File: config.mk
export PLATFORM = sky130hd
export DESIGN_NAME = smds_core
export DESIGN_NICKNAME = d
export VERILOG_FILES = /design/src/smds_pkg.sv /design/src/smds_core.sv
export VERILOG_INCLUDE_DIRS = /design/src
export SDC_FILE = /design/constraint.sdc
export NUM_CORES = 1
export LEC_CHECK = 0
export BUFFER_PORTS_ARGS = -buffer_cell sky130_fd_sc_hd__buf_2
export CAP_MARGIN = 20
export CORE_MARGIN = 8
export CORE_UTILIZATION = 60
export DETAILED_ROUTE_END_ITERATION = 12
export GPL_ROUTABILITY_DRIVEN = 0
export PLACE_DENSITY = 0.83
export SLEW_MARGIN = 20
export SYNTH_ARGS = -nofsm -noshare
export SYNTH_HDL_FRONTEND = slang
export SYNTH_SLANG_ARGS = --single-unit
File: constraint.sdc
create_clock -name clock -period 6.6 [get_ports clock]
set_input_delay 0.66 -clock clock [delete_from_list [all_inputs] [get_ports clock]]
set_output_delay 0.66 -clock clock [all_outputs]
set_load 0.02 [all_outputs]
File: src/smds_params.svh
`ifndef SMDS_PARAMS_SVH
`define SMDS_PARAMS_SVH
// register offsets (byte addresses)
`define SMDS_OFF_CTRL      8'h00
`define SMDS_OFF_MODE      8'h04
`define SMDS_OFF_RX        8'h08
`define SMDS_OFF_TX        8'h0c
`define SMDS_OFF_STATUS    8'h10
`define SMDS_OFF_CSCFG     8'h30
`define SMDS_OFF_DMA_RC    8'h40
`define SMDS_OFF_DMA_RNC   8'h44
`define SMDS_OFF_DMA_TC    8'h48
`define SMDS_OFF_DMA_TNC   8'h4c
// control bits
`define SMDS_CTRL_EN       0
`define SMDS_CTRL_DIS      1
`define SMDS_CTRL_LAST     24
// mode fields
`define SMDS_MODE_MASTER_SELECT     0
`define SMDS_MODE_VAR      1
`define SMDS_MODE_DEC      2
`define SMDS_MODE_FDIS     4
`define SMDS_MODE_LLB      7
`define SMDS_MODE_PCS_LO   16
`define SMDS_MODE_DLY_LO   24
`define SMDS_TX_LAST       24
`define SMDS_PCS_LO        16
// status bits
`define SMDS_ST_RX_FULL_FLAG       0
`define SMDS_ST_TX_EMPTY_FLAG       1
`define SMDS_ST_MODE_FAULT_FLAG       2
`define SMDS_ST_OVR        3
`define SMDS_ST_RX_COUNT_DONE      4
`define SMDS_ST_TX_COUNT_DONE      5
`define SMDS_ST_RXBF       6
`define SMDS_ST_TXBE       7
`define SMDS_ST_SLAVE_SELECT_RISE       8
`define SMDS_ST_TXEMP      9
`define SMDS_ST_ENS        16
// chip select config fields
`define SMDS_CS_HOLD       3
`define SMDS_CS_BITS_LO    4
`define SMDS_MIN_CS_DLY    8'h06
`define SMDS_CS_IDLE       4'hf
`define SMDS_BASE_BITS     5'h08
`endif

File: src/smds_pkg.sv
package smds_pkg;
	typedef struct packed {
		logic [7:0] dly;
		logic [3:0] periph_select_code;
		logic       loopback_enable;
		logic       fdis;
		logic       dec;
		logic       var_sel;
		logic       master;
	} smds_mode_t;
	typedef struct packed {
		logic [7:0]  addr;
		logic [31:0] wdata;
		logic        wr;
		logic        rd;
	} smds_bus_t;
	typedef enum logic [3:0] {
		SMDS_IDLE  = 4'b0001,
		SMDS_GAP   = 4'b0010,
		SMDS_SHIFT = 4'b0100,
		SMDS_DONE  = 4'b1000
	} smds_state_t;
endpackage

File: src/smds_core.sv
// The implementer's own choices: the plain strobed port and the placing of the registers.
`timescale 1ns/1ps
`include "smds_params.svh"
module smds_core import smds_pkg::*; #(
	parameter int BITS_W = 5
) (
	// clock and reset
	input  wire logic        clock,
	input  wire logic        rst_n,
	// register port
	input  wire logic [7:0]  addr,
	input  wire logic [31:0] wdata,
	input  wire logic        wr,
	input  wire logic        rd,
	output logic      [31:0] rdata,
	// serial pins
	input  wire logic        sclk_in,
	input  wire logic        mosi_in,
	input  wire logic        miso_in,
	input  wire logic        slave_select_in,
	output logic             sclk_out,
	output logic             mosi_out,
	output logic      [3:0]  chip_select_lines,
	// dma counter state
	output logic             dma_busy
);
	// ==========================================================
	// input synchronisers
	logic [3:0] s1_reg, s2_reg, s3_reg;
	always_ff @(posedge clock or negedge rst_n) begin
		if (!rst_n) begin
			s1_reg <= 4'hf;
			s2_reg <= 4'hf;
			s3_reg <= 4'hf;
		end else begin
			s1_reg <= {slave_select_in, miso_in, mosi_in, sclk_in};
			s2_reg <= s1_reg;
			s3_reg <= s2_reg;
		end
	end
	logic sclk_rise, ss_rise, ss_low, miso_s, mosi_s;
	assign sclk_rise = s2_reg[0] & ~s3_reg[0];
	assign ss_rise   = s2_reg[3] & ~s3_reg[3];
	assign ss_low    = ~s2_reg[3];
	assign mosi_s    = s2_reg[1];
	assign miso_s    = s2_reg[2];

	// ==========================================================
	// registers and flags
	smds_mode_t  mode_reg, mode_next;
	logic [15:0] cscfg_reg, cscfg_next;
	logic [15:0] rxd_reg, rxd_next;
	logic [3:0]  rxpcs_reg, rxpcs_next;
	logic [15:0] txd_reg, txd_next;
	logic [3:0]  txpcs_reg, txpcs_next;
	logic        txlast_reg, txlast_next;
	logic        en_reg, en_next;
	logic        rx_full_flag_reg, rx_full_flag_next, tx_empty_flag_reg, tx_empty_flag_next;
	logic        mode_fault_flag_reg, mode_fault_flag_next, ovr_reg, ovr_next;
	logic        slave_select_rise_reg, slave_select_rise_next, txemp_reg, txemp_next;
	logic        rx_count_done_reg, rx_count_done_next, tx_count_done_reg, tx_count_done_next;
	logic [15:0] rc_reg, rc_next, rnc_reg, rnc_next;
	logic [15:0] tc_reg, tc_next, tnc_reg, tnc_next;
	logic [31:0] rdata_next;
	logic        load_sh, rx_load, last_done;
	logic [15:0] rx_char;
	logic [3:0]  cur_cs;
	logic        fault;
	logic        tx_idle;
	logic        wr_tx, rd_rx, rd_st;
	assign wr_tx = wr && addr == `SMDS_OFF_TX;
	assign rd_rx = rd && addr == `SMDS_OFF_RX;
	assign rd_st = rd && addr == `SMDS_OFF_STATUS;
	assign fault = mode_reg.master && !mode_reg.fdis && ss_low && en_reg;

	// status word
	logic [31:0] status;
	always_comb begin
		status = 32'h0;
		status[`SMDS_ST_RX_FULL_FLAG]  = rx_full_flag_reg;
		status[`SMDS_ST_TX_EMPTY_FLAG]  = tx_empty_flag_reg;
		status[`SMDS_ST_MODE_FAULT_FLAG]  = mode_fault_flag_reg;
		status[`SMDS_ST_OVR]   = ovr_reg;
		status[`SMDS_ST_RX_COUNT_DONE] = rx_count_done_reg;
		status[`SMDS_ST_TX_COUNT_DONE] = tx_count_done_reg;
		status[`SMDS_ST_RXBF]  = rc_reg == 16'h0 && rnc_reg == 16'h0;
		status[`SMDS_ST_TXBE]  = tc_reg == 16'h0 && tnc_reg == 16'h0;
		status[`SMDS_ST_SLAVE_SELECT_RISE]  = slave_select_rise_reg;
		status[`SMDS_ST_TXEMP] = txemp_reg;
		status[`SMDS_ST_ENS]   = en_reg;
	end

	always_comb begin
		mode_next   = mode_reg;
		cscfg_next  = cscfg_reg;
		rxd_next    = rxd_reg;
		rxpcs_next  = rxpcs_reg;
		txd_next    = txd_reg;
		txpcs_next  = txpcs_reg;
		txlast_next = txlast_reg;
		en_next     = en_reg;
		rc_next     = rc_reg;
		rnc_next    = rnc_reg;
		tc_next     = tc_reg;
		tnc_next    = tnc_reg;
		rdata_next  = 32'h0;
		// clears first so that same-cycle sets win
		rx_full_flag_next   = rx_full_flag_reg && !rd_rx;
		tx_empty_flag_next   = tx_empty_flag_reg;
		mode_fault_flag_next   = mode_fault_flag_reg && !rd_st;
		ovr_next    = ovr_reg && !rd_st;
		slave_select_rise_next   = slave_select_rise_reg && !rd_st;
		txemp_next  = txemp_reg;
		rx_count_done_next  = rx_count_done_reg;
		tx_count_done_next  = tx_count_done_reg;
		if (wr) begin
			case (addr)
				`SMDS_OFF_CTRL: begin
					if (wdata[`SMDS_CTRL_DIS]) begin
						en_next   = 1'b0;
						tx_empty_flag_next = 1'b0;
					end else if (wdata[`SMDS_CTRL_EN]) begin
						en_next   = 1'b1;
						tx_empty_flag_next = 1'b1;
					end
					if (wdata[`SMDS_CTRL_LAST])
						txlast_next = 1'b1;
				end
				`SMDS_OFF_MODE: begin
					mode_next.master  = wdata[`SMDS_MODE_MASTER_SELECT];
					mode_next.var_sel = wdata[`SMDS_MODE_VAR];
					mode_next.dec     = wdata[`SMDS_MODE_DEC];
					mode_next.fdis    = wdata[`SMDS_MODE_FDIS];
					mode_next.loopback_enable     = wdata[`SMDS_MODE_LLB];
					mode_next.periph_select_code     = wdata[`SMDS_MODE_PCS_LO +: 4];
					mode_next.dly     = wdata[`SMDS_MODE_DLY_LO +: 8];
				end
				`SMDS_OFF_TX: begin
					txd_next    = wdata[15:0];
					txpcs_next  = wdata[`SMDS_PCS_LO +: 4];
					txlast_next = wdata[`SMDS_TX_LAST] & mode_reg.var_sel;
					tx_empty_flag_next   = 1'b0;
					txemp_next  = 1'b0;
				end
				`SMDS_OFF_CSCFG: cscfg_next = wdata[15:0];
				`SMDS_OFF_DMA_RC: begin
					rc_next    = wdata[15:0];
					rx_count_done_next = 1'b0;
				end
				`SMDS_OFF_DMA_RNC: begin
					rnc_next   = wdata[15:0];
					rx_count_done_next = 1'b0;
				end
				`SMDS_OFF_DMA_TC: begin
					tc_next    = wdata[15:0];
					tx_count_done_next = 1'b0;
				end
				`SMDS_OFF_DMA_TNC: begin
					tnc_next   = wdata[15:0];
					tx_count_done_next = 1'b0;
				end
				default: ;
			endcase
		end
		if (rd) begin
			case (addr)
				`SMDS_OFF_MODE: rdata_next = {mode_reg.dly, 4'h0, mode_reg.periph_select_code, 8'h0,
					mode_reg.loopback_enable, 2'h0, mode_reg.fdis, 1'b0, mode_reg.dec,
					mode_reg.var_sel, mode_reg.master};
				`SMDS_OFF_RX:     rdata_next = {12'h0, rxpcs_reg, rxd_reg};
				`SMDS_OFF_STATUS: rdata_next = status;
				`SMDS_OFF_CSCFG:  rdata_next = {16'h0, cscfg_reg};
				`SMDS_OFF_DMA_RC: rdata_next = {16'h0, rc_reg};
				`SMDS_OFF_DMA_RNC: rdata_next = {16'h0, rnc_reg};
				`SMDS_OFF_DMA_TC: rdata_next = {16'h0, tc_reg};
				`SMDS_OFF_DMA_TNC: rdata_next = {16'h0, tnc_reg};
				default: rdata_next = 32'h0;
			endcase
		end
		// hardware events, after the clears
		if (load_sh) begin
			tx_empty_flag_next = 1'b1;
			if (tc_reg != 16'h0) begin
				tc_next = tc_reg - 16'h1;
				if (tc_reg == 16'h1)
					tx_count_done_next = 1'b1;
			end
		end
		if (rx_load) begin
			rxd_next   = rx_char;
			rxpcs_next = mode_reg.master ? cur_cs : 4'h0;
			rx_full_flag_next  = 1'b1;
			if (rx_full_flag_reg && !rd_rx)
				ovr_next = 1'b1;
			if (rc_reg != 16'h0) begin
				rc_next = rc_reg - 16'h1;
				if (rc_reg == 16'h1)
					rx_count_done_next = 1'b1;
			end
		end
		if (last_done)
			txlast_next = 1'b0;
		if (ss_rise)
			slave_select_rise_next = 1'b1;
		if (fault) begin
			mode_fault_flag_next = 1'b1;
			en_next   = 1'b0;
			tx_empty_flag_next = 1'b0;
		end
		// a load in this cycle means the shifter is about to be busy
		if (tx_idle && !load_sh && tx_empty_flag_next && !wr_tx)
			txemp_next = 1'b1;
	end

	// ==========================================================
	// transfer engine
	smds_state_t st_reg, st_next;
	logic [15:0] sh_reg, sh_next;
	logic [4:0]  cnt_reg, cnt_next;
	logic [7:0]  gap_reg, gap_next;
	logic [7:0]  div_reg, div_next;
	logic [3:0]  cs_reg, cs_next;
	logic        sck_reg, sck_next, mo_reg, mo_next;
	logic [3:0]  want_code, want_lines;
	logic [4:0]  nbits;
	logic [7:0]  gap_len;
	logic        rx_bit;

	assign tx_idle  = st_reg == SMDS_IDLE;
	assign cur_cs   = cs_reg;
	assign nbits    = `SMDS_BASE_BITS + {1'b0, cscfg_reg[`SMDS_CS_BITS_LO +: 4]};
	assign gap_len  = mode_reg.dly > `SMDS_MIN_CS_DLY ? mode_reg.dly : `SMDS_MIN_CS_DLY;
	assign want_code = mode_reg.var_sel ? txpcs_reg : mode_reg.periph_select_code;
	// loopback feeds own output back in master mode
	assign rx_bit   = !mode_reg.master ? mosi_s : (mode_reg.loopback_enable ? mo_reg : miso_s);
	assign rx_char  = sh_reg & ((16'h1 << nbits) - 16'h1);

	always_comb begin
		if (mode_reg.dec)
			want_lines = want_code;
		else if (!want_code[0])
			want_lines = 4'b1110;
		else if (!want_code[1])
			want_lines = 4'b1101;
		else if (!want_code[2])
			want_lines = 4'b1011;
		else if (!want_code[3])
			want_lines = 4'b0111;
		else
			want_lines = `SMDS_CS_IDLE;
	end

	always_comb begin
		st_next  = st_reg;
		sh_next  = sh_reg;
		cnt_next = cnt_reg;
		gap_next = gap_reg;
		div_next = div_reg + 8'h1;
		cs_next  = cs_reg;
		sck_next = sck_reg;
		mo_next  = mo_reg;
		load_sh  = 1'b0;
		rx_load  = 1'b0;
		last_done = 1'b0;
		case (st_reg)
			SMDS_IDLE: begin
				if (en_reg && !tx_empty_flag_reg && mode_reg.master) begin
					if (cs_reg == want_lines || cs_reg == `SMDS_CS_IDLE) begin
						st_next = SMDS_SHIFT;
						cs_next = want_lines;
						load_sh = 1'b1;
						sh_next = txd_reg;
						cnt_next = nbits;
						div_next = 8'h0;
					end else begin
						cs_next  = `SMDS_CS_IDLE;
						// the idle cycle before the restart completes the count
						gap_next = gap_len - 8'h1;
						st_next  = SMDS_GAP;
					end
				end else if (en_reg && !mode_reg.master && ss_low) begin
					st_next  = SMDS_SHIFT;
					load_sh  = !tx_empty_flag_reg;
					sh_next  = tx_empty_flag_reg ? sh_reg : txd_reg;
					cnt_next = nbits;
				end
			end
			SMDS_GAP: begin
				gap_next = gap_reg - 8'h1;
				if (gap_reg == 8'h1)
					st_next = SMDS_IDLE;
			end
			SMDS_SHIFT: begin
				if (mode_reg.master) begin
					if (div_reg == 8'h3) begin
						div_next = 8'h0;
						sck_next = !sck_reg;
						if (!sck_reg)
							mo_next = sh_reg[nbits[3:0] - 4'h1];
						else begin
							sh_next  = {sh_reg[14:0], rx_bit};
							cnt_next = cnt_reg - 5'h1;
						end
					end
				end else if (!ss_low) begin
					// frame cut short by the master: drop the partial character
					st_next = SMDS_IDLE;
				end else if (sclk_rise) begin
					mo_next  = sh_reg[nbits[3:0] - 4'h1];
					sh_next  = {sh_reg[14:0], rx_bit};
					cnt_next = cnt_reg - 5'h1;
				end
				if (cnt_reg == 5'h0)
					st_next = SMDS_DONE;
			end
			SMDS_DONE: begin
				rx_load = 1'b1;
				st_next = SMDS_IDLE;
				if (mode_reg.master && (txlast_reg || !cscfg_reg[`SMDS_CS_HOLD])) begin
					cs_next   = `SMDS_CS_IDLE;
					last_done = 1'b1;
				end
			end
			default: st_next = SMDS_IDLE;
		endcase
		if (!en_reg && st_reg != SMDS_SHIFT) begin
			st_next = SMDS_IDLE;
			cs_next = `SMDS_CS_IDLE;
		end
	end

	always_ff @(posedge clock or negedge rst_n) begin
		if (!rst_n) begin
			mode_reg  <= '0;
			cscfg_reg <= 16'h0;
			rxd_reg   <= 16'h0;
			rxpcs_reg <= 4'h0;
			txd_reg   <= 16'h0;
			txpcs_reg <= 4'h0;
			txlast_reg <= 1'b0;
			en_reg    <= 1'b0;
			rx_full_flag_reg  <= 1'b0;
			tx_empty_flag_reg  <= 1'b0;
			mode_fault_flag_reg  <= 1'b0;
			ovr_reg   <= 1'b0;
			slave_select_rise_reg  <= 1'b0;
			txemp_reg <= 1'b0;
			// counters start at zero, so their end flags start set
			rx_count_done_reg <= 1'b1;
			tx_count_done_reg <= 1'b1;
			rc_reg    <= 16'h0;
			rnc_reg   <= 16'h0;
			tc_reg    <= 16'h0;
			tnc_reg   <= 16'h0;
			rdata     <= 32'h0;
			st_reg    <= SMDS_IDLE;
			sh_reg    <= 16'h0;
			cnt_reg   <= 5'h0;
			gap_reg   <= 8'h0;
			div_reg   <= 8'h0;
			cs_reg    <= `SMDS_CS_IDLE;
			sck_reg   <= 1'b0;
			mo_reg    <= 1'b0;
		end else begin
			mode_reg  <= mode_next;
			cscfg_reg <= cscfg_next;
			rxd_reg   <= rxd_next;
			rxpcs_reg <= rxpcs_next;
			txd_reg   <= txd_next;
			txpcs_reg <= txpcs_next;
			txlast_reg <= txlast_next;
			en_reg    <= en_next;
			rx_full_flag_reg  <= rx_full_flag_next;
			tx_empty_flag_reg  <= tx_empty_flag_next;
			mode_fault_flag_reg  <= mode_fault_flag_next;
			ovr_reg   <= ovr_next;
			slave_select_rise_reg  <= slave_select_rise_next;
			txemp_reg <= txemp_next;
			rx_count_done_reg <= rx_count_done_next;
			tx_count_done_reg <= tx_count_done_next;
			rc_reg    <= rc_next;
			rnc_reg   <= rnc_next;
			tc_reg    <= tc_next;
			tnc_reg   <= tnc_next;
			rdata     <= rdata_next;
			st_reg    <= st_next;
			sh_reg    <= sh_next;
			cnt_reg   <= cnt_next;
			gap_reg   <= gap_next;
			div_reg   <= div_next;
			cs_reg    <= cs_next;
			sck_reg   <= sck_next;
			mo_reg    <= mo_next;
		end
	end

	// outputs straight from flip-flops
	assign sclk_out          = sck_reg;
	assign mosi_out          = mo_reg;
	assign chip_select_lines = cs_reg;
	always_ff @(posedge clock or negedge rst_n) begin
		if (!rst_n)
			dma_busy <= 1'b0;
		else
			dma_busy <= (rc_next != 16'h0) || (tc_next != 16'h0);
	end

	// ==========================================================
	// checks
	a_mode_fault_flag_disables: assert property (@(posedge clock) disable iff (!rst_n)
		fault |=> mode_fault_flag_reg && !en_reg) else $error("mode fault missed");
	a_fdis_quiet: assert property (@(posedge clock) disable iff (!rst_n)
		mode_reg.fdis && !wr |=> !(mode_fault_flag_reg && !$past(mode_fault_flag_reg))) else $error("fault while disabled");
	a_rx_full_flag_set: assert property (@(posedge clock) disable iff (!rst_n)
		rx_load |=> rx_full_flag_reg) else $error("rx full not set");
	a_tx_empty_flag_wr: assert property (@(posedge clock) disable iff (!rst_n)
		wr_tx && !fault && !load_sh |=> !tx_empty_flag_reg) else $error("tx empty not cleared");
	a_ovr_set: assert property (@(posedge clock) disable iff (!rst_n)
		rx_load && rx_full_flag_reg && !rd_rx |=> ovr_reg) else $error("overrun missed");
	a_slave_select_rise_keep: assert property (@(posedge clock) disable iff (!rst_n)
		ss_rise |=> slave_select_rise_reg) else $error("select rise lost");
	a_gap_len: assert property (@(posedge clock) disable iff (!rst_n)
		st_reg == SMDS_IDLE && st_next == SMDS_GAP |=> (chip_select_lines == `SMDS_CS_IDLE)[*6])
		else $error("select gap short");
	a_slave_pcs: assert property (@(posedge clock) disable iff (!rst_n)
		rx_load && !mode_reg.master |=> rxpcs_reg == 4'h0) else $error("slave select field");
	a_forbid_idle: assert property (@(posedge clock) disable iff (!rst_n)
		st_reg == SMDS_SHIFT && !mode_reg.dec && want_code == `SMDS_CS_IDLE
		|-> chip_select_lines == `SMDS_CS_IDLE) else $error("bad select");
	c_master_xfer: cover property (@(posedge clock) st_reg == SMDS_DONE && mode_reg.master);
	c_slave_xfer: cover property (@(posedge clock) st_reg == SMDS_DONE && !mode_reg.master);
	c_overrun: cover property (@(posedge clock) ovr_reg);
	c_fault: cover property (@(posedge clock) fault);
endmodule

### After elaboration in Yosys (flattened, before gate mapping)

Index checks and enable logic that the tools add are counted.

* input bits: 48
* output and inout bits: 39
* word-level logic and storage cells: 277
* register bits: 239

* bitwise operators: 7
* shift operators: 1
* reductions and logical operators: 72
* $add $sub $neg: 9
* mux-type cells: 108
* magnitude comparators: 2
* eq/ne operators: 39

Operators with widths (count)
* 16-bit two-way mux: 17
* 32-bit one-hot mux with 8 select lines: 1
* 4-bit two-way mux: 18
* 16-bit zero test: 4
* 16-bit nonzero test: 4
* 8-bit two-way mux: 7
* 16-bit by 1-bit subtractor with 16-bit output (second input constant): 3
* 1-bit two-way mux: 46
* 5-bit two-way mux: 8
* 16-bit by 1-bit == test with 1-bit output (second input constant): 2
* 8-bit by 7-bit == test with 1-bit output (second input constant): 4
* 32-bit two-way mux: 1
* 16-bit one-hot mux with 2 select lines: 1
* 8-bit one-hot mux with 2 select lines: 2
* 1-bit logical AND: 21
* 3-bit != test (second input constant): 7
* 16-bit AND: 1
* 8-bit by 4-bit == test with 1-bit output (second input constant): 2
* 2-bit nonzero test: 8
* 1-bit by 5-bit << shifter with 16-bit output (first input constant): 1
* 8-bit by 1-bit subtractor with 8-bit output (second input constant): 2
* 3-bit AND reduction: 5
* 4-bit one-hot mux with 3 select lines: 1
* 2-bit AND reduction: 6
* other kinds (40): 66

### Logic depth before layout (Yosys ltp)

Gate-level depths: netlist (run 1).

* word-level depth: 17
* depth in mapped cells: 12
* mapped depth without buffers: 11

### Worst setup path before layout (run 1)

Ideal clock, no wire load.

* path type: in2reg
* start: in addr[5]
* end: reg dma_busy
* required time: 6.464 ns
* arrival time: 2.849 ns
* cell stages on the path: 10
* setup time: 0.136 ns
* path buffers: 3
* setup slack: 3.615 ns
* cells stage by stage: clkbuf_1 nor4b_2 and3_1 clkbuf_1 o21ai_2 buf_6 o221a_2 or4_1 nor4_2 nand4_1

* word-level cells in the longest chain between the ends: 7
* elaborated cells on any way between the ends: 13
* classes of those cells: eq/ne: 2; mux: 8; reduce/logical: 3

Ends and longest elaborated chain
* from (decl): RTL line smds_core.sv:11 `input wire logic [7:0] addr,`
* 8-bit by 7-bit == test with 1-bit output (*): RTL line smds_core.sv:117 `case (addr)`
* 16-bit two-way mux (*): RTL line smds_core.sv:117
* 16-bit two-way mux (*): RTL line smds_core.sv:116 `if (wr) begin`
* 16-bit two-way mux: RTL line smds_core.sv:195 `if (rc_reg != 16'h0) begin`
* 16-bit two-way mux (*): RTL line smds_core.sv:189 `if (rx_load) begin`
* via rc_next[14]: RTL line smds_core.sv:62 `logic [15:0] rc_reg, rc_next, rnc_reg, rnc_next;`
* 16-bit nonzero test (*): RTL line smds_core.sv:405 `dma_busy <= (rc_next != 16'h0) || (tc_next != 16'h0);`
* 1-bit logical OR (*): RTL line smds_core.sv:405
* to (signal assigned): RTL line smds_core.sv:405
* to (decl): RTL line smds_core.sv:25 `output logic dma_busy`

Mark *: on every way through the listed nets, which the timed path passes. The rest lies on a longest branch.
A chain may end at the register's enable or synchronous reset.

### Worst setup path after layout (run 1)

* start: reg mode_reg[1] (netlist name)
* end: reg dma_busy

* word-level cells in the longest chain between the ends: 14

Ends and longest elaborated chain
* from (decl): RTL line smds_core.sv:50 `smds_mode_t mode_reg, mode_next;`
* from (signal assigned): RTL line smds_core.sv:365 `mode_reg <= mode_next;`
* 4-bit two-way mux (*): RTL line smds_core.sv:233 `assign want_code = mode_reg.var_sel ? txpcs_reg : mode_reg.periph_select_code;`
* 4-bit two-way mux: RTL line smds_core.sv:247 `else if (!want_code[3])`
* 4-bit two-way mux: RTL line smds_core.sv:245 `else if (!want_code[2])`
* 4-bit two-way mux: RTL line smds_core.sv:243 `else if (!want_code[1])`
* 4-bit two-way mux: RTL line smds_core.sv:241 `else if (!want_code[0])`
* 4-bit two-way mux (*): RTL line smds_core.sv:239 `if (mode_reg.dec)`
* 4-bit == test (*): RTL line smds_core.sv:268 `` if (cs_reg == want_lines || cs_reg == `SMDS_CS_IDLE) begin ``
* 1-bit logical OR (no source line) (*)
* 1-bit two-way mux (*): RTL line smds_core.sv:268
* 1-bit two-way mux (*): RTL line smds_core.sv:267 `if (en_reg && !tx_empty_flag_reg && mode_reg.master) begin`
* 1-bit two-way mux (*): RTL line smds_core.sv:265 `case (st_reg)`
* 16-bit two-way mux (*): RTL line smds_core.sv:181 `if (load_sh) begin`
* via tc_next[14]: RTL line smds_core.sv:63 `logic [15:0] tc_reg, tc_next, tnc_reg, tnc_next;`
* 16-bit nonzero test (*): RTL line smds_core.sv:405
* 1-bit logical OR (*): RTL line smds_core.sv:405

Marks and branches as above.

==> results of run 1 <==
## per-layer routing
metal | GRT usage | vias up | part of all wire
met1 | 0.3630 | 4800 | 0.41
met3 | 0.04716 | 81 | 0.097
met5 | 0 | - | 0
met4 | 0.09703 | 0 | 0.031
li1 | - | 4328 | -
met2 | 0.4158 | 583 | 0.47
## logic make-up after synthesis
kind of cell    after synthesis
compound gates              257
xor+xnor                     21
fa+ha+maj                    16
buf+inv                      91
flops                       233
mux                         125
other cells                   2
simple gates                414
## worst reg2reg max path: cells and delay by family (launching register included)
family	cells	cell delay, ns
AO/OA/AOI/OAI	5	2.08
XOR/XNOR	1	0.24
flip-flops	1	0.59
multiplexers	1	0.40
AND/OR/NAND/NOR	2	0.69
## cells in the final DEF (no fill, tap or decap), drive strengths merged, types with 32 or more instances in the layout
| master | synthesis | final |
|---|---|---|
| nor3 | 36 | 36 |
| dfrtp | 216 | 216 |
| nand2 | 136 | 136 |
| mux2 | 88 | 88 |
| nor2 | 85 | 85 |
| nand3 | 35 | 35 |
| buf | 13 | 87 |
| mux2i | 32 | 32 |
| o21ai | 78 | 78 |
| a21oi | 63 | 63 |
| clkbuf | 57 | 36 |
## worst paths after layout
kind                                    startpoint                          to  slack (ns)  cells after the start
max                        mode_reg[1]$_DFFE_PN0P_          dma_busy$_DFF_PN0_        2.45                      9
max reg2reg                mode_reg[1]$_DFFE_PN0P_          dma_busy$_DFF_PN0_        2.45                      9
min reg2reg                    s1_reg[0]$_DFF_PN1_         s2_reg[0]$_DFF_PN1_        0.36                      0
max in group asynchronous                    rst_n  rx_full_flag_reg$_DFF_PN0_        5.08                      2
min                                          rst_n        div_reg[7]$_DFF_PN0_        0.18                      1
min in group clock                 slave_select_in         s1_reg[3]$_DFF_PN1_        0.24                      1
## final cells by class
type / instances / area (µm²)
fillers: 1440 / 6127
flip-flops and latches: 233 / 5852
multi-input cells: 839 / 5637
clock buffers: 36 / 757.0
repair buffers: 87 / 467.9
well taps: 265 / 331.6
clock inverters: 9 / 147.6
inverters: 21 / 78.83
## synth_stat cells (12+ instances only)
cell type / number / area (µm²)
a21oi_1: 61 / 305.3
a221oi_1: 12 / 105.1
a22oi_1: 21 / 157.7
a31oi_1: 13 / 81.33
and3_1: 19 / 118.9
clkbuf_1: 57 / 214.0
dfrtp_1: 216 / 5405
dfstp_2: 17 / 446.7
ha_1: 16 / 200.2
inv_1: 21 / 78.83
mux2_2: 88 / 991.0
mux2i_1: 32 / 320.3
nand2_1: 135 / 506.7
nand3_1: 35 / 175.2
nor2_1: 84 / 315.3
nor3_1: 36 / 180.2
nor4_1: 14 / 87.58
o21ai_0: 74 / 370.4
o221a_2: 12 / 135.1
## where the power goes
part	internal [mW]	switching (mW)	total [mW]
combinational	0.119	0.180	0.299
sequential	1.50	0.0861	1.58
clock	0.949	0.577	1.53
==> metrics.csv, run 1 <==
stage;metric;value;unit
placement;IO buf count;78;
timing;Period minus WS final;4.155;ns
critical_path;WS Path Type;register to register;
clock_network;H-Tree Depth;1;
logic_synthesis;post-synthesis sequential area ratio;0.4946;
final_layout;layout cells sized above 1;0.2269;
critical_path;CP bufs+invs;0;
floorplan;Boundary Pins;87;
floorplan;std cell rows;51;
timing;Final WS setup;2.445;ns
final_layout;max FFs per register;28;
detailed_routing;Detailed Route WL;32200;µm
timing;Final Hold Viols;0;
timing;Least-Margin Pin Slew;0.9465;ns
logic_synthesis;post-synth cell types;73;
detailed_routing;Vias;9792;
floorplan;Starting Density;0.6100;
timing;RSZ-0062 raised after global routing;false;
clock_network;Post-CTS Repair Setup Buffers;0;
timing;Sum Neg Setup Slack;0;ns
critical_path;startpoint types;register;
global_route;GRT overflow;0;
clock_network;post-CTS sizing;0;
timing;Hold WS;0.1762;ns
critical_path;slowest CP cell;a21oi_4;
power;P_leak;5.975;nW
logic_synthesis;number of synthesized flops with an enable pin;0;
placement;post-DP HPWL;21870;µm
clock_network;clk buf depth;3;
final_layout;Final nets;1271;
logic_synthesis;Avg Cell Area, Syn;10.21;µm²
timing;Slew Viols, Final;0;
logic_synthesis;Post-Synth Simple-Gate Area;0.1769;
floorplan;Vert. Die Dim;156.4;µm
global_route;initial antenna violation count;0;
floorplan;DIE AREA;24470;µm²
clock_network;Num CTS Buffers;25;
critical_path;Critical Path RT;6.95;ns
clock_network;CTS tree;done;
logic_synthesis;Synth async-reset ratio;1.000;
final_layout;Final Non-Filler Cells;1490;
detailed_routing;First DRT Iteration DRCs;1037;
timing;Finish-stage setup viols;0;
detailed_routing;drt wl/cell;21.61;µm
detailed_routing;DR DRC count;0;
detailed_routing;drt pass-1 iters;5;
timing;Slew headroom;0.3676;
final_layout;Final Core Density;0.6841;
detailed_routing;final antenna-violating net count;0;
timing;clk_skew;0.01851;ns
final_layout;number of antenna diodes;0;
final_layout;Layout area overhead;12.16;%
placement;Place WS;2.278;ns
floorplan;core area;19400;µm²
critical_path;CP endpoint kind;register;
global_route;vias in the first global route;9484;
critical_path;critical path's top delay family;compound AO/OA/AOI/OAI gates;
global_route;largest net degree at the start of global routing;102;
worst_hold_path;HP Class;primary input to async pin;
logic_synthesis;Synth Area in Adders;0.01692;
logic_synthesis;Synth Cell Area;11830;µm²
global_route;gr usage total;0.2650;
final_layout;Final Cell Area;13270;µm²
placement;dpl cells;1445;
critical_path;CP Max Fanout;34;
logic_synthesis;Seq cells post-synth;233;
logic_synthesis;dominant synthesized flop cell;dfrtp_1;
global_route;first-pass GRT wire length;51740;µm
clock_network;Worst-Skew Late Latency;0.53;ns
timing;Max Freq;240.7;MHz
clock_network;clock slew at reported path FFs;0.06;ns
power;Power Density;256.8;nW/µm²
placement;placed inst area;12360;µm²
logic_synthesis;main combinational cell family by area after synthesis;simple AND/OR/NAND/NOR gates;
run;Max-Cap Viols;0;
clock_network;clk sink count;233;
power;maximum VDD drop;0.0001783;V
logic_synthesis;Ys Warns;0;
clock_network;Root Buffer;clkbuf_16;
logic_synthesis;proportion of synthesized area in mux cells;0.1203;
critical_path;CP arrival;4.51;ns
outcome;status;completed;
critical_path;max incr delay on CP;0.83;ns
power;Power Total;3.408;mW
critical_path;cells along the critical path;mux2_2 -> a211oi_1 -> xor2_1 -> o2111ai_1 -> a21oi_4 -> o22ai_1 -> o21bai_1 -> nor4_2 -> nand4_1;
logic_synthesis;Post-Synth XOR/XNOR Area;0.01554;
clock_network;CTS Hold Buffers Added;0;
floorplan;Die Span X;156.4;µm
logic_synthesis;compound-cell area share of the yosys netlist;0.1429;
timing;final worst path period share;0.6295;
logic_synthesis;cell count after synthesis;1159;
detailed_routing;via/cell ratio;6.572;
Power figures use the tool's default switching activity.
==> inputs of run 2 (changes only) <==
--- a/config.mk
+++ b/config.mk
@@ -9,10 +9,10 @@
 export BUFFER_PORTS_ARGS = -buffer_cell sky130_fd_sc_hd__buf_2
 export CAP_MARGIN = 20
 export CORE_MARGIN = 8
-export CORE_UTILIZATION = 60
+export CORE_UTILIZATION = 55
 export DETAILED_ROUTE_END_ITERATION = 12
 export GPL_ROUTABILITY_DRIVEN = 0
-export PLACE_DENSITY = 0.83
+export PLACE_DENSITY = 0.81
 export SLEW_MARGIN = 20
 export SYNTH_ARGS = -nofsm -noshare
 export SYNTH_HDL_FRONTEND = slang
==> constraint.sdc (replaced) <==
create_clock -name clock -period 3.6 [get_ports clock]
set_input_delay 0.36 -clock clock [delete_from_list [all_inputs] [get_ports clock]]
set_output_delay 0.36 -clock clock [all_outputs]
set_load 0.02 [all_outputs]
==> run 2 against run 1 <==
  * Maximum frequency increased by 22%
  * Largest cell class unchanged
  * Register-to-register slack worse by 2.3 ns
  * Die area up 8.1%
  * Worst setup slack got worse by 2.3 ns
  * Critical path type unchanged
==> metrics.csv, run 2 (synthesis gave the netlist of run 1 again) <==
stage;metric;value;unit;change
global_route;largest net degree at the start of global routing;82;;-20%
detailed_routing;via/cell ratio;6.429;;-2.2%
detailed_routing;First DRT Iteration DRCs;1154;;+11%
final_layout;Layout area overhead;14.39;%;
critical_path;CP bufs+invs;1;;+1
global_route;vias in the first global route;9706;;+2.3%
run;Max-Cap Viols;0;;unchanged
outcome;status;completed;;
floorplan;Starting Density;0.5611;;-0.04886
final_layout;layout cells sized above 1;0.2411;;+0.01414
timing;Slew Viols, Final;0;;unchanged
critical_path;WS Path Type;register to register;;
critical_path;WP depth;9;;unchanged
detailed_routing;DR DRC count;0;;unchanged
power;P_leak;6.145;nW;+2.8%
global_route;initial antenna violation count;2;;+2
critical_path;cells along the critical path;buf_4 -> o32ai_1 -> xor2_1 -> o2111ai_1 -> a21oi_4 -> mux2_2 -> o221a_2 -> nor4_1 -> nand4_1;;
final_layout;Final Non-Filler Cells;1538;;+3.2%
floorplan;DIE AREA;26460;µm²;+8.1%
detailed_routing;Vias;9888;;+0.98%
detailed_routing;final antenna-violating net count;0;;unchanged
floorplan;std cell rows;53;;+3.9%
timing;Slew headroom;0.3815;;+0.01386
power;Flop pwr share;0.472;;+0.008
global_route;global routing usage on met1;0.3218;;-0.04127
global_route;GRT Max-Usage Layer;met2;;
timing;Sum Neg Setup Slack;0;ns;unchanged
critical_path;startpoint types;register;;
floorplan;Die Span X;162.7;µm;+4.0%
clock_network;Num CTS Buffers;25;;unchanged
global_route;first-pass GRT wire length;51830;µm;+0.19%
clock_network;Root Buffer;clkbuf_16;;
floorplan;core area;21090;µm²;+8.7%
final_layout;Final Core Density;0.6419;;-0.04228
floorplan;Vert. Die Dim;162.7;µm;+4.0%
placement;post-DP HPWL;23160;µm;+5.9%
floorplan;Boundary Pins;87;;unchanged
clock_network;clock slew at reported path FFs;0.06;ns;about the same
timing;RSZ-0062 raised after global routing;false;;
clock_network;Post-CTS Repair Setup Buffers;0;;unchanged
detailed_routing;drt wl/cell;21.18;µm;-2.0%
timing;Finish-stage setup viols;0;;unchanged
placement;dpl cells;1486;;+2.8%
timing;clk_skew;0.009383;ns;-0.009126 ns
timing;Least-Margin Pin Slew;0.9239;ns;-0.02260 ns
clock_network;clk sink count;233;;unchanged
clock_network;clk buf depth;3;;unchanged
power;Power Density;453.0;nW/µm²;+76%
detailed_routing;drt pass-1 iters;6;;+1
critical_path;critical path's top delay family;compound AO/OA/AOI/OAI gates;;
critical_path;reg2reg path depth;9;;unchanged
global_route;met2 Use GR;0.3881;;-0.02770
worst_hold_path;HP Class;primary input to register;;
critical_path;slowest CP cell;o32ai_1;;
power;Int Pwr;4.612;mW;+80%
timing;Final Hold Viols;0;;unchanged
final_layout;fill cell total of the finished layout;1610;;+12%
global_route;GRT overflow;0;;unchanged
global_route;gr usage total;0.2431;;-0.02193
timing;Period minus WS final;3.416;ns;-0.7389 ns
placement;placed inst area;12620;µm²;+2.1%
power;maximum VDD drop;0.0002828;V;+59%
final_layout;Final Cell Area;13540;µm²;+2.0%
power;Net Switching;1.520;mW;+80%
global_route;met3 usage;0.04525;;-0.001912
critical_path;CP arrival;3.80;ns;-0.71 ns
clock_network;Worst-Skew Late Latency;0.52;ns;about the same
clock_network;CTS tree;done;;
worst_hold_path;Hold Path Stages;2;;
final_layout;commonest non-fill, non-tap cell in the layout;dfrtp_1;;
placement;IO buf count;78;;unchanged
final_layout;most frequent cells in the layout;dfrtp_1, nand2_1, mux2_2;;
power;clock share of power;0.434;;-0.014
timing;Max Freq;292.8;MHz;+22%
critical_path;Critical Path RT;3.99;ns;-2.96 ns
critical_path;CP Max Fanout;13;;-62%
power;combinational power share;0.094;;+0.006
final_layout;max FFs per register;28;;unchanged
critical_path;CP endpoint kind;register;;
critical_path;max incr delay on CP;0.54;ns;-0.29 ns
final_layout;Final nets;1307;;+2.8%
timing;final worst path period share;0.9489;;+0.3193
detailed_routing;Detailed Route WL;32570;µm;+1.1%
power;switching part of the total;0.2479;;+0.0003384
clock_network;H-Tree Depth;1;;unchanged
## run 2: worst register-to-register path, delay by kind of cell (launching register included)
| kind | cells | cell delay [ns] |
|---|---|---|
| mux | 1 | 0.39 |
| flops | 1 | 0.43 |
| simple gates | 2 | 0.40 |
| compound gates | 4 | 1.58 |
| xor+xnor | 1 | 0.30 |
| buf+inv | 1 | 0.19 |
## run 2: final timing paths
path                                    startpoint  slack [ns]                  endpoint
max in group asynchronous                    rst_n        2.21  cscfg_reg[3]$_DFFE_PN0P_
max reg2reg                mode_reg[1]$_DFFE_PN0P_        0.18        dma_busy$_DFF_PN0_
max                        mode_reg[1]$_DFFE_PN0P_        0.18        dma_busy$_DFF_PN0_
min                                      wdata[31]        0.08  mode_reg[16]$_DFFE_PN0P_
min reg2reg                    s1_reg[0]$_DFF_PN1_        0.35       s2_reg[0]$_DFF_PN1_
min in group asynchronous                    rst_n        0.42      div_reg[0]$_DFF_PN0_
## run 2: power groups by stage
| stage | registers [mW] | clock network [mW] | logic (mW) |
|---|---|---|---|
| after detailed placement | 2.93 | 0 | 0.561 |
| after floorplan | 2.87 | 0 | 0.382 |
| after global routing | 2.91 | 2.79 | 0.634 |
| final | 2.90 | 2.66 | 0.577 |
| after CTS | 2.89 | 2.68 | 0.569 |
| after global placement | 2.93 | 0 | 0.542 |
## run 2: what timing repair did
action / 4_1_cts / 5_1_grt
resized for setup: 0 / 1
endpoints found under the hold margin: 67 / 0
setup endpoints to repair: 0 / 1
hold buffers: 5 / 0
## run 2: layout make-up
type                            instances  area [µm²]  area share
Antenna cell                            2       5.005   0.0003698
Multi-Input combinational cell        839        5638      0.4165
Sequential cell                       233        5852      0.4323
Timing Repair Buffer                  123       763.2     0.05639
Clock buffer                           38       744.5     0.05500
Tap cell                              275       344.1     0.02542
Inverter                               21       78.83    0.005824
Clock inverter                          7       110.1    0.008135
## run 2: metal layers
metal / vias to the layer above / routed length [µm]
met4: 0 / 1249
li1: 4411 / -
met3: 117 / 3255
met2: 569 / 15090
met1: 4791 / 12980
met5: - / 0
## run 2: stage by stage
step | setup slack (ns) | hold WS (ns) | total power, mW
after detailed placement | 0.2324 | 0.3468 | 3.494
final | 0.1841 | 0.07724 | 6.132
after global placement | 0.3276 | 0.3459 | 3.469
after global routing | 0.01612 | 0.06978 | 6.329
after CTS | 0.2097 | 0.06197 | 6.141
after floorplan | 0.7050 | 0.06441 | 3.248
==> inputs of run 3 (changes only) <==
--- a/config.mk
+++ b/config.mk
@@ -8,11 +8,12 @@
 export LEC_CHECK = 0
 export BUFFER_PORTS_ARGS = -buffer_cell sky130_fd_sc_hd__buf_2
 export CAP_MARGIN = 20
+export CORE_ASPECT_RATIO = 1.2
 export CORE_MARGIN = 8
-export CORE_UTILIZATION = 55
+export CORE_UTILIZATION = 60
 export DETAILED_ROUTE_END_ITERATION = 12
 export GPL_ROUTABILITY_DRIVEN = 0
-export PLACE_DENSITY = 0.81
+export PLACE_DENSITY = 0.83
 export SLEW_MARGIN = 20
 export SYNTH_ARGS = -nofsm -noshare
 export SYNTH_HDL_FRONTEND = slang
==> constraint.sdc (replaced) <==
create_clock -name clock -period 4.35 [get_ports clock]
set_input_delay 0.435 -clock clock [delete_from_list [all_inputs] [get_ports clock]]
set_output_delay 0.435 -clock clock [all_outputs]
set_load 0.02 [all_outputs]
==> run 3 against run 2 <==
  * Final cell count down 2.4%
  * Global-route usage up 2.7 points
  * Critical path depth up 1
  * Critical path type unchanged
==> metrics.csv, run 3 (synthesis gave the netlist of run 1 again) <==
stage;metric;value;unit;change
critical_path;WS Path Type;register to register;;
placement;IO buf count;78;;unchanged
floorplan;Vert. Die Dim;169.8;µm;+4.4%
floorplan;Starting Density;0.6075;;+0.04635
timing;Period minus WS final;3.798;ns;+0.3821 ns
floorplan;core area;19480;µm²;-7.6%
clock_network;clk buf depth;3;;unchanged
global_route;initial antenna violation count;0;;-2
critical_path;CP Max Fanout;21;;+8
timing;Slew Viols, Final;0;;unchanged
final_layout;fill cell total of the finished layout;1426;;-11%
timing;Max Freq;263.3;MHz;-10%
critical_path;Critical Path RT;4.72;ns;+0.73 ns
critical_path;startpoint types;register;;
clock_network;CTS tree;done;;
final_layout;FF+latch area;5852;µm²;unchanged
timing;Hold WS;0.02182;ns;-0.05541 ns
outcome;status;completed;;
floorplan;DIE AREA;24490;µm²;-7.5%
floorplan;Boundary Pins;87;;unchanged
timing;Final Hold Viols;0;;unchanged
detailed_routing;drt wl/cell;21.79;µm;+2.9%
clock_network;Worst-Skew Late Latency;0.52;ns;about the same
clock_network;Num CTS Buffers;25;;unchanged
final_layout;layout cells sized above 1;0.2323;;-0.008820
detailed_routing;final antenna-violating net count;0;;unchanged
floorplan;std cell rows;56;;+5.7%
final_layout;Final Cell Area;13370;µm²;-1.2%
placement;placed inst area;12470;µm²;-1.2%
clock_network;clk sink count;233;;unchanged
global_route;vias in the first global route;9885;;+1.8%
global_route;first-pass GRT wire length;52540;µm;+1.4%
final_layout;Final nets;1286;;-1.6%
detailed_routing;Vias;9921;;+0.33%
detailed_routing;via/cell ratio;6.610;;+2.8%
power;P_leak;6.036;nW;-1.8%
timing;Slew headroom;0.3615;;-0.01995
final_layout;number of antenna diodes;0;;-2
critical_path;CP arrival;4.17;ns;+0.37 ns
timing;RSZ-0062 raised after global routing;false;;
timing;Sum Neg Setup Slack;0;ns;unchanged
final_layout;max FFs per register;28;;unchanged
final_layout;Final Non-Filler Cells;1501;;-2.4%
timing;Final WS setup;0.5520;ns;+0.3679 ns
detailed_routing;DR DRC count;0;;unchanged
placement;post-DP HPWL;22670;µm;-2.1%
timing;Least-Margin Pin Slew;0.9554;ns;+0.03152 ns
final_layout;Multi-input gate area;5629;µm²;-0.16%
clock_network;H-Tree Depth;1;;unchanged
detailed_routing;Detailed Route WL;32710;µm;+0.44%
timing;final worst path period share;0.8731;;-0.07575
placement;Place WS;0.6497;ns;+0.4173 ns
power;maximum VDD drop;0.0003102;V;+9.7%
critical_path;CP endpoint kind;register;;
worst_hold_path;HP Class;primary input to register;;
power;Power Density;384.0;nW/µm²;-15%
final_layout;Layout area overhead;13.01;%;
final_layout;most frequent cells in the layout;dfrtp_1, nand2_1, mux2_2;;
global_route;gr usage total;0.2699;;+0.02684
timing;Finish-stage setup viols;0;;unchanged
clock_network;Root Buffer;clkbuf_16;;
clock_network;clock slew at reported path FFs;0.06;ns;about the same
floorplan;Die Span X;144.2;µm;-11%
placement;dpl cells;1455;;-2.1%
detailed_routing;First DRT Iteration DRCs;1140;;-1.2%
run;Max-Cap Viols;0;;unchanged
global_route;GRT overflow;0;;unchanged
global_route;largest net degree at the start of global routing;100;;+22%
timing;clk_skew;0.02055;ns;+0.01116 ns
final_layout;commonest non-fill, non-tap cell in the layout;dfrtp_1;;
detailed_routing;drt pass-1 iters;6;;unchanged
==> run 3: timing repair <==
action | in CTS | in global routing
hold buffers | 1 | 0
endpoints found under the hold margin | 82 | 0
setup buffers | 0 | 0
resized for setup | 0 | 0
==> run 3: cell type report <==
type,instances,share of cell area
well taps,261,0.02442
clock inverters,8,0.01114
flip-flops and latches,233,0.4376
clock buffers,37,0.05539
repair buffers,102,0.04454
inverters,21,0.005895
multi-input cells,839,0.4210
==> run 3: final timing paths <==
kind                            slack (ns)                    to                     from  cells after the start
worst max register to register        0.55    dma_busy$_DFF_PN0_  mode_reg[1]$_DFFE_PN0P_                     10
worst max-delay path                  0.55    dma_busy$_DFF_PN0_  mode_reg[1]$_DFFE_PN0P_                     10
worst min-delay path                  0.02   s1_reg[3]$_DFF_PN1_          slave_select_in                      1
worst min register to register        0.35   s2_reg[0]$_DFF_PN1_      s1_reg[0]$_DFF_PN1_                      0
min in group asynchronous             0.52  div_reg[2]$_DFF_PN0_                    rst_n                      2
max in group asynchronous             2.70   tc_reg[3]$_DFF_PN0_                    rst_n                      3
==> run 3: stage by stage <==
step	power, mW	utilization
3_3_place_gp	2.867	0.6403
5_1_grt	5.307	0.6865
4_1_cts	5.147	0.6865
2_1_floorplan	2.688	-
3_5_place_dp	2.888	0.6403
6_report	5.135	0.6865
==> run 3: where the power goes <==
group / total (mW) / switching, mW / internal, mW
Sequential: 2.40 / 0.127 / 2.27
Clock: 2.26 / 0.851 / 1.41
Combinational: 0.474 / 0.284 / 0.190
Total: 5.14 / 1.26 / 3.87
==> run 3: metal layers <==
metal  GRT usage  up-vias  wire length [µm]
met4      0.1342        0              1457
met1      0.3463     4865             12470
met3     0.04654      133              3024
met5           0        -                 0
li1            -     4358                 -
met2      0.4349      565             15760
==> run 3: worst max-delay path: stages, from the launching register on <==
cell       delay [ns]
dfrtp_1          0.57
mux2_2           0.38
a211oi_1         0.38
xor2_1           0.24
o2111ai_1        0.30
a21oi_4          0.61
buf_4            0.33
mux2i_1          0.10
o221a_2          0.29
nor4_1           0.30
nand4_1          0.15
